**src/verilog/wdt_consts.svh**
```systemverilog
`ifndef WDT_CONSTS_SVH
`define WDT_CONSTS_SVH

// ***************************************************************
// Timing of the low-speed tick
// ***************************************************************
`define WDT_CORE_HZ    25000000
`define WDT_LSCLK_HZ   32768
`define WDT_ACC_W      25

// ***************************************************************
// Counter layout and reset values
// ***************************************************************
`define WDT_COUNT_W    32
`define WDT_COUNT_RST  32'h0000_0000
`define WDT_FLAG_RST   1'b0

`endif

```
**src/verilog/wdt_pkg.sv**
```systemverilog
`include "wdt_consts.svh"

package wdt_pkg;

	// Counter state, Gray coded along idle to run.
	typedef enum logic [1:0] {
		st_idle = 2'b00,
		st_run  = 2'b01
	} wd_state_e;

	// Control levels and strobes from the system side.
	typedef struct packed {
		logic enable;
		logic force_reload;
		logic clear_status;
		logic standby;
	} wdt_ctrl_s;

	// Status outputs of the watchdog.
	typedef struct packed {
		logic irq;
		logic status_flag;
		logic wakeup;
		logic reset_req;
	} wdt_stat_s;

endpackage : wdt_pkg
```
**src/verilog/lsclk_tick_gen.sv**
```systemverilog
`timescale 1ns/1ps
`default_nettype none
`include "wdt_consts.svh"

module lsclk_tick_gen #(
	parameter int CORE_HZ = `WDT_CORE_HZ,
	parameter int TICK_HZ = `WDT_LSCLK_HZ,
	parameter int ACC_W   = `WDT_ACC_W
) (
	// Clock and reset.
	input  wire logic core_clk,
	input  wire logic rstn,
	// One-cycle enable at the low-speed rate.
	output var  logic tick
);

	// ***************************************************************
	// Fractional divider
	// ***************************************************************
	localparam logic [ACC_W-1:0] STEP  = ACC_W'(TICK_HZ);
	localparam logic [ACC_W-1:0] LIMIT = ACC_W'(CORE_HZ);

	logic [ACC_W-1:0] acc;
	logic [ACC_W-1:0] next_acc;

	// The phase accumulator keeps the long-run average exact, at the
	// cost of one core cycle of jitter on each tick.
	always_comb begin
		next_acc = acc + STEP;
	end

	// Accumulate and wrap, pulsing tick on each wrap.
	always_ff @(posedge core_clk or negedge rstn) begin
		if (!rstn) begin
			acc  <= '0;
			tick <= 1'b0;
		end else if (next_acc >= LIMIT) begin
			acc  <= next_acc - LIMIT;
			tick <= 1'b1;
		end else begin
			acc  <= next_acc;
			tick <= 1'b0;
		end
	end
endmodule : lsclk_tick_gen

`default_nettype wire

```
**src/verilog/standby_wakeup_watchdog.sv**
```systemverilog
// What this block does
// - A 32-bit counter decrements once per 32.768 kHz tick.
// - Arriving at zero sets the status flag and raises the interrupt.
// - After zero the counter reloads from the reload value register.
// - An expiry while the previous flag is still set requests a reset.
// - Interrupt and flag stay set until software clears the flag.
// - Counting goes on in standby; an expiry there wakes the system.
// - Software may force a reload, restarting the full interval.
`timescale 1ns/1ps
`default_nettype none
`include "wdt_consts.svh"

module standby_wakeup_watchdog #(
	parameter int COUNT_W = `WDT_COUNT_W
) (
	// Clock and reset.
	input  wire logic                core_clk,
	input  wire logic                rstn,
	// Control from the system side.
	input  wire wdt_pkg::wdt_ctrl_s  ctrl,
	input  wire logic [COUNT_W-1:0]  reload_value_register,
	// Status toward the system.
	output var  wdt_pkg::wdt_stat_s  stat,
	output var  logic [COUNT_W-1:0]  count
);

	// ***************************************************************
	// Low-speed tick
	// ***************************************************************
	logic tick;

	lsclk_tick_gen u_tick (
		.core_clk (core_clk),
		.rstn     (rstn),
		.tick     (tick)
	);

	// ***************************************************************
	// Enable state
	// ***************************************************************
	wdt_pkg::wd_state_e state;

	// Leaving idle only needs the enable level; dropping it stops counting.
	always_ff @(posedge core_clk or negedge rstn) begin
		if (!rstn) begin
			state <= wdt_pkg::st_idle;
		end else begin
			case (state)
				wdt_pkg::st_idle: begin
					if (ctrl.enable) begin
						state <= wdt_pkg::st_run;
					end
				end
				wdt_pkg::st_run: begin
					if (!ctrl.enable) begin
						state <= wdt_pkg::st_idle;
					end
				end
				default: begin
					state <= wdt_pkg::st_idle;
				end
			endcase
		end
	end

	// ***************************************************************
	// Down counter
	// ***************************************************************
	logic running;
	logic expire;
	logic status_flag;
	logic reset_req;
	logic wakeup;

	// A tick on a count of one, or of zero after a zero reload, ends the
	// interval; the checks reuse this so both sides agree on the end point.
	function automatic logic reaches_zero(input logic [COUNT_W-1:0] value);
		return value <= COUNT_W'(1);
	endfunction : reaches_zero

	// Standby is deliberately not a term here, so the count keeps going.
	assign running = (state == wdt_pkg::st_run);

	// A tick at count one (or zero after a zero reload) arrives at zero.
	assign expire = running && tick && !ctrl.force_reload
		&& reaches_zero(count);

	// A forced reload wins over a tick in the same cycle.
	always_ff @(posedge core_clk or negedge rstn) begin
		if (!rstn) begin
			count <= COUNT_W'(`WDT_COUNT_RST);
		end else if (!running || ctrl.force_reload) begin
			count <= reload_value_register;
		end else if (expire) begin
			count <= reload_value_register;
		end else if (tick) begin
			count <= count - COUNT_W'(1);
		end
	end

	// ***************************************************************
	// Status flag, reset request and wake-up
	// ***************************************************************
	// Set wins over clear so no expiry is ever lost.
	always_ff @(posedge core_clk or negedge rstn) begin
		if (!rstn) begin
			status_flag <= `WDT_FLAG_RST;
		end else if (expire) begin
			status_flag <= 1'b1;
		end else if (ctrl.clear_status) begin
			status_flag <= 1'b0;
		end
	end

	// A clear in the same cycle as the new expiry counts as serviced.
	always_ff @(posedge core_clk or negedge rstn) begin
		if (!rstn) begin
			reset_req <= 1'b0;
		end else begin
			reset_req <= expire && status_flag
				&& !ctrl.clear_status;
		end
	end

	// Wake-up pulse for an expiry seen while the system sleeps.
	always_ff @(posedge core_clk or negedge rstn) begin
		if (!rstn) begin
			wakeup <= 1'b0;
		end else begin
			wakeup <= expire && ctrl.standby;
		end
	end

	// Interrupt is the registered flag itself, so it cannot drop alone.
	// Gathering the word in one process gives each field one driver.
	always_comb begin
		stat.irq         = status_flag;
		stat.status_flag = status_flag;
		stat.wakeup      = wakeup;
		stat.reset_req   = reset_req;
	end
endmodule : standby_wakeup_watchdog

`default_nettype wire

```
**config.mk**
```make
export PLATFORM = sky130hd
export DESIGN_NAME = standby_wakeup_watchdog
export DESIGN_NICKNAME = d
export VERILOG_FILES = /design/src/verilog/wdt_pkg.sv /design/src/verilog/lsclk_tick_gen.sv /design/src/verilog/standby_wakeup_watchdog.sv
export VERILOG_INCLUDE_DIRS = /design/src /design/src/verilog
export SDC_FILE = /design/constraint.sdc
export NUM_CORES = 1
export LEC_CHECK = 0
export BUFFER_PORTS_ARGS = -buffer_cell sky130_fd_sc_hd__buf_2
export CAP_MARGIN = 20
export CORE_UTILIZATION = 25
export DETAILED_ROUTE_END_ITERATION = 8
export HOLD_SLACK_MARGIN = 0.02
export RECOVER_POWER = 100
export REMOVE_ABC_BUFFERS = 1
export SETUP_SLACK_MARGIN = 0.5
export SYNTH_ARGS = -nofsm -noshare
export SYNTH_HDL_FRONTEND = slang
export SYNTH_SLANG_ARGS = --single-unit
export TNS_END_PERCENT = 50
```
**constraint.sdc**
```tcl
create_clock -name core_clk -period 6.4 [get_ports core_clk]
set_input_delay 1.92 -clock core_clk [delete_from_list [all_inputs] [get_ports core_clk]]
set_output_delay 1.92 -clock core_clk [all_outputs]
set_load 0.02 [all_outputs]
```
Yosys cells after proc, flatten, opt, wreduce, memory -nomap -nowiden. Index checks and enable logic that the tools add are counted.

Shifts and indexed selects: 0. Equal/unequal tests: 3. Multipliers: 0. Bitwise operators: 0. Reduce and logical (&&, ||, !) cells: 14. Muxes and demuxes: 10. Magnitude comparators: 2. Add/sub/neg operators: 3. Div/mod/pow operators: 0.

Operator list (number): 32-bit 2-to-1 mux (3); 32-bit by 1-bit less-or-equal comparator with 1-bit output (second input constant) (1); 32-bit by 1-bit subtractor with 32-bit output (second input constant) (1); 25-bit by 16-bit adder with 25-bit output (second input constant) (1); 25-bit greater-or-equal comparator (second input constant) (1); 25-bit 2-to-1 mux (1); 25-bit subtractor (second input constant) (1); 1-bit logical AND (6); 2-bit 2-to-1 mux (2); 2-bit inequality test (second input constant) (2); 2-bit one-hot mux with 2 select lines (1); 1-bit zero test (3); 1-bit 2-to-1 mux (3); 3-bit nonzero test (1); 2-bit by 1-bit == test with 1-bit output (second input constant) (1); 2-bit zero test (1); 2-bit AND reduction (1); 2-bit nonzero test (1); 1-bit logical OR (1).

Bits in read-only memories: 0. Memories: 0. Register bits: 63. Input port bits: 38. Latch bits: 0. Output and inout bits: 36. Bits in writable memories: 0.

Depth between registers and ports, before layout. Gate-level depths: netlist of the first run.

Depth after elaboration: 6. Mapped depth: 9. Depth with buffers taken out: 8.

Hierarchy. Synthesis of the first run repeated with hierarchy kept, for this count alone.

Cells, all modules: 427. Area total of the unflattened synthesis: 3772.4 um^2.

Modules (own cells, without submodules): standby_wakeup_watchdog (area each 2386.0 um^2, sequential area each 900.9 um^2, cells an instance 289, instances 1); lsclk_tick_gen (area each 1386.3 um^2, sequential area each 500.5 um^2, cells an instance 138, instances 1).

Worst setup path after synthesis of the first run. No wires, ideal clock.

Kind: input to register. Start: input port ctrl[2] (netlist bit). End: register count[29]. Setup time: 0.123 ns. Cell stages on the path: 6. Data arrival time: 3.258 ns. Data required time: 6.277 ns. Setup slack: 3.019 ns. Cell sequence: nand3b_1 > nor4_4 > and4_1 > nor2_1 > buf_2 > o221a_2.

Longest elaborated chain between the ends: 5. Elaborated cells on any way between the ends: 7. Classes of those cells: mux: 2; reduce/logical: 5.

Ends and longest elaborated chain: from (decl) (RTL line standby_wakeup_watchdog.sv:20) `input wire wdt_pkg::wdt_ctrl_s ctrl,`; 1-bit zero test (RTL line standby_wakeup_watchdog.sv:85) `assign expire = running && tick && !ctrl.force_reload`; 1-bit logical AND (RTL line standby_wakeup_watchdog.sv:85); 1-bit logical AND (RTL line standby_wakeup_watchdog.sv:86) `&& reaches_zero(count);`; 32-bit 2-to-1 mux (RTL line standby_wakeup_watchdog.sv:94) `end else if (expire) begin`; 32-bit 2-to-1 mux (RTL line standby_wakeup_watchdog.sv:92) `end else if (!running || ctrl.force_reload) begin`; to (signal assigned) (RTL line standby_wakeup_watchdog.sv:91) `` count <= COUNT_W'(`WDT_COUNT_RST); ``; to (signal assigned) (RTL line standby_wakeup_watchdog.sv:93) `count <= reload_value_register;`; to (signal assigned) (RTL line standby_wakeup_watchdog.sv:95) `count <= reload_value_register;`; to (decl) (RTL line standby_wakeup_watchdog.sv:24) `output var logic [COUNT_W-1:0] count`.

Several ways; a longest one is shown, not always the timed one. A chain may end at the register's enable or synchronous reset.

Worst setup path in the final report of the first run.
Start: input port ctrl[2] (netlist bit). End: register count[11].

Same word-level chain as after synthesis.

==> impl_metrics.yaml, run 1 <==
status:
  status: "complete, but fails checks"
  failed_checks: "max-capacitance violations, max-slew violations"
sta:
  rsz0062_at_grt: "false"
  tns_ns: 0
  worst_slack_ns: 1.76
  hold_violations: 0
  min_period_over_period: 0.725
  slew_headroom: -1.17
  finalMaxSlewViolations: 110
  setup_viol_count_final: 0
  worst_pin_slew_ns: 3.25
  min_period_ns: 4.64
  fmax_mhz: 216
  fin_worst_skew_ns: 0.00603
synth:
  ys_types: 64
  synthMuxAreaShare: 0.0133
  netlist_area_sq_um: 3750
  synth-simple-area-share: 0.263
  ys_seq_elements: 56
  ys_dominant_reg_cell: "dfrtp_1"
  yosysSeqAreaShare: 0.374
  ys_async_sr_fraction: 1.00
  synthXorXnorAreaFrac: 0.0467
  synth_cells: 437
  synth_edf_count: 0
  synth_top_family_by_area: "simple AND/OR/NAND/NOR gates"
  synth_area_per_cell_sq_um: 8.58
  synth_compound_area_frac: 0.220
  synthAdderAreaFrac: 0.0234
  synth_warnings: 0
placed_design:
  place_inst: 672
  globalplace.congestion: 0.827
  dp_hpwl_um: 7980
  dpl-instance-area_sq_um: 4250
  place_ws_ns: 2.02
  io_buffers: 73
floorplan:
  die_height_um: 124
  fp.dieW_um: 124
  start_util: 0.257
  core_area_sq_um: 14600
  ios: 74
  core.rowCount: 44
  die_area_sq_um: 15500
final_layout:
  drive_gt1_frac: 0.125
  fin_cells: 680
  area_growth_pct: 15.2
  antenna-diode-count: 0
  fill_cells: 1571
  nNetsFinal: 540
  final_area_sq_um: 4320
pwr:
  p_leak_nw: 1.77
  peakVddDrop_v: 0.0000815
  total_power_w: 0.000888
  power.density_nw_per_um2: 205
critical_path:
  worst-path-buf-inv: 2
  worstSetupPathType: "input port to flop"
  arrival_ns: 4.76
  worstPathCellList: "clkbuf_1 > nand3b_1 > nor4_1 > and4_1 > nor2_2 > clkbuf_1 > o22ai_1 > a22oi_1"
  crit_path_max_incr_delay_ns: 0.71
  cp_top_family: "simple AND/OR/NAND/NOR gates"
  r2r_cells: 7
  cp-end-kind: "flop"
  crit_slowest_cell: "clkbuf_1"
  cpMostUsedCell: "clkbuf_1"
  cp_num_cells: 8
  critPathLaunchType: "input port"
  required_ns: 6.52
  cp_max_fo: 33
drt:
  routed-wl-met3_um: 617
  drtIter0Drc: 218
  vias: 3545
  wire_per_inst_um: 16.4
  antenna_left: 0
  drc: 0
  met1_length_um: 4940
  routed_wl_um: 11100
  top_layer: "met4"
  firstDrtPassIters: 4
  dr_wl_met2_um: 5480
  post_drt_via_cell_ratio: 5.21
global_route:
  grt_pass1_wl_um: 18200
  gr-usage-all-layers: 0.144
  antenna_found_initial: 0
  grt_overflow: 0
  grt_max_degree: 57
  grt_pass1_vias: 3537
clock_network:
  clk_path_buf_depth: 2
  root_buffer: "clkbuf_16"
  holdBufCountCts: 0
  numCtsBuffers: 5
  clk_latency_ns: 0.30
  h-tree-depth: 2
  clock-sinks: 56
  cts_resized: 0
  cts_tree: "built"
  postCtsSetupBuffers: 0
  cts.clk_slew.worst_paths_ns: 0.08
hold_path:
  hold-path-cell-count: 1
  hold_path_class: "flop to flop"
run:
  maxCapViolCount: 2
## metrics by stage
stage / hold WS, ns / utilization
6_report: 0.478 / 0.296
5_1_grt: 0.493 / 0.296
4_1_cts: 0.476 / 0.303
3_5_place_dp: 0.454 / 0.291
3_3_place_gp: 0.454 / 0.291
2_1_floorplan: 0.434 / -
## power breakdown
group	leakage [nW]	switching (W)	internal (W)
logic	0.996	0.0000969	0.0000513
registers	0.689	0.0000371	0.000376
clock network	0.0840	0.000140	0.000187
## cell type report
type                    count  area (sq um)  share of cell area
multi-input cells         332          2090               0.483
clock inverters             3          47.5              0.0110
repair buffers             78           345              0.0799
flip-flops and latches     56          1400               0.324
clock buffers               5           125              0.0290
inverters                  22          82.6              0.0191
well taps                 184           230              0.0533
## path summary, 6_finish.rpt
path                                      from        endpoint  slack, ns
worst min register to register  u_tick.acc[14]  u_tick.acc[14]       0.48
min in group asynchronous                 rstn  u_tick.acc[20]       2.81
worst min-delay path            u_tick.acc[14]  u_tick.acc[14]       0.48
worst max register to register       count[28]       count[11]       2.68
max in group asynchronous                 rstn        count[2]       1.77
worst max-delay path                   ctrl[2]       count[11]       1.76
## cell usage after synthesis (7+ instances only)
master,instances,area share
dfrtp_1,56,0.37
a21oi_1,37,0.049
nand2_1,35,0.035
nor2_1,34,0.034
o21ai_0,23,0.031
inv_1,22,0.022
nor3_1,21,0.028
nand3_1,16,0.021
clkbuf_1,14,0.014
xor2_1,11,0.026
o22ai_1,9,0.015
xnor2_1,9,0.021
a31oi_1,8,0.013
or3_1,8,0.013
ha_1,7,0.023
nand2b_1,7,0.012
## cells in the final DEF (no fill, tap or decap), types with 5 or more instances in the layout
cell type	n
a31oi_1	8
nand3_1	16
nand2b_1	7
dfrtp_1	56
inv_1	22
nor3_1	21
clkbuf_16	5
o21ai_0	23
nor2_1	32
or4_1	6
nand4_1	6
and2_1	6
o22a_1	5
ha_1	7
a21oi_1	37
o22ai_1	9
mux2i_1	5
nand2_1	35
xnor2_1	9
clkbuf_1	40
or3_1	8
nor4_1	8
buf_2	36
xor2_1	11
## kinds of logic after synthesis
family | count (synthesis)
AO/OA/AOI/OAI | 125
XOR/XNOR | 20
adder cells (fa/ha/maj) | 7
buffers and inverters | 49
flip-flops | 56
multiplexers | 5
AND/OR/NAND/NOR | 175
## state kept, by name, indices dropped and copies added (netlist names)
signal and count:
u_tick.acc 19, state 1, status_flag 1, count 32
wakeup 1, reset_req 1, u_tick.tick 1
## metal layers
layer,vias up,track usage
met3,10,0.0309
met1,1725,0.177
li1,1718,-
met5,-,0
met2,92,0.253
met4,0,0.0361
(Power assumes the default switching activity.)
==> inputs of run 2 (changes only) <==
Clock period 6.4 ns to 4.2 ns, I/O delays scaled along.
==> run 2 against run 1 <==
  * The run still ends with max-capacitance violations, max-slew violations left
  * Global-route usage rose by 0.14 points
  * Clock skew rose by 0.0047 ns
  * Via count rose by 1.9%
  * Wire length rose by 1.6%
  * Total power rose by 53%
  * Largest cell class unchanged
  * Largest power group unchanged
  * Highest routed layer unchanged
==> impl_metrics.yaml, run 2 (synthesis gave the netlist of run 1 again) <==
drt:
  drc: 0
  wire_per_inst_um: 16.6
  firstDrtPassIters: 4
  post_drt_via_cell_ratio: 5.30
  routed_wl_um: 11300
  antenna_left: 0
  drtIter0Drc: 223
  vias: 3612
critical_path:
  worstSetupPathType: "input port to flop"
  critPathLaunchType: "input port"
  arrival_ns: 3.52
  cp_max_fo: 13
  cp-end-kind: "flop"
  required_ns: 4.41
global_route:
  antenna_found_initial: 1
  grt_pass1_vias: 3470
  grt_max_degree: 32
  grt_overflow: 0
  gr-usage-all-layers: 0.145
  grt_pass1_wl_um: 18200
sta:
  fmax_mhz: 303
  rsz0062_at_grt: "false"
  min_period_ns: 3.30
  tns_ns: 0
  slew_headroom: -0.307
  worst_pin_slew_ns: 1.96
  finalMaxSlewViolations: 32
  setup_viol_count_final: 0
  hold_violations: 0
  fin_worst_skew_ns: 0.0107
  min_period_over_period: 0.787
pwr:
  p_leak_nw: 1.79
  peakVddDrop_v: 0.000134
  power.density_nw_per_um2: 314
clock_network:
  cts_tree: "built"
  cts_resized: 0
  holdBufCountCts: 0
  clock-sinks: 56
  clk_path_buf_depth: 2
  postCtsSetupBuffers: 0
  numCtsBuffers: 5
  h-tree-depth: 2
  clk_latency_ns: 0.31
  cts.clk_slew.worst_paths_ns: 0.08
  root_buffer: "clkbuf_16"
placed_design:
  dp_hpwl_um: 8080
  place_inst: 673
  io_buffers: 73
  globalplace.congestion: 0.815
floorplan:
  ios: 74
  start_util: 0.257
  die_height_um: 124
  fp.dieW_um: 124
  core_area_sq_um: 14600
  die_area_sq_um: 15500
  core.rowCount: 44
final_layout:
  nNetsFinal: 541
  drive_gt1_frac: 0.125
  layout_common_cells: "dfrtp_1 (56), clkbuf_1 (41), a21oi_1 (38), nand2_1 (35), buf_2 (35)"
  reg_top3: "count x32, u_tick.acc x19"
  fin_cells: 682
  final_common_cell: "dfrtp_1"
  largest-register: "count"
  largest_register_ffs: 32
  area_growth_pct: 15.5
run:
  maxCapViolCount: 1
status:
  failed_checks: "max-capacitance violations, max-slew violations"
  status: "complete, but fails checks"
hold_path:
  hold_path_class: "flop to flop"
[run 2: critical path, cell delays in order]
cell and delay [ns]:
clkbuf_1 0.09, nand3b_1 0.21, nor4_1 0.56, and4_1 0.29, clkbuf_1 0.54, or3_1 0.21
a21oi_1 0.06, a311oi_1 0.28
[run 2: routing by layer]
layer / wire (um) / global-route usage / up-vias
met5: 0 / 0 / -
met4: 190 / 0.0468 / 0
met3: 700 / 0.0404 / 18
met2: 5480 / 0.240 / 110
met1: 4940 / 0.182 / 1750
li1: - / - / 1734
[run 2: layout make-up]
class / instances / area (sq um)
Inverter: 22 / 82.6
Clock buffer: 6 / 129
Timing Repair Buffer: 79 / 353
Sequential cell: 56 / 1400
Multi-Input combinational cell: 332 / 2100
Clock inverter: 2 / 38.8
Antenna cell: 1 / 2.50
Tap cell: 184 / 230
Fill cell: 1541 / 10300
[run 2: power breakdown]
group	leakage, nW	internal, W	switching [W]
logic	1.02	0.0000777	0.000147
registers	0.689	0.000574	0.0000563
clock network	0.0815	0.000285	0.000220
total	1.79	0.000936	0.000423
[run 2: final timing paths]
path	to	from	slack (ns)	cells after the start
max reg2reg	count[28]	count[28]	1.15	7
min reg2reg	u_tick.acc[10]	u_tick.acc[10]	0.49	1
max in group asynchronous	count[11]	rstn	1.13	2
max	count[28]	ctrl[2]	0.90	8
min	u_tick.acc[10]	u_tick.acc[10]	0.49	1
min in group asynchronous	u_tick.acc[16]	rstn	1.50	1
[run 2: per-stage QoR]
step                total power, W  cell area, sq um   util  worst slack [ns]  hold WS [ns]
floorplan                 0.000765              3610      -             0.627         0.434
global placement          0.000872              4250  0.292              1.01         0.454
detailed placement        0.000877              4250  0.292             0.936         0.474
CTS                        0.00139              4420  0.303              1.25         0.489
global route               0.00142              4330  0.297             0.683         0.516
finish                     0.00136              4330  0.297             0.897         0.489
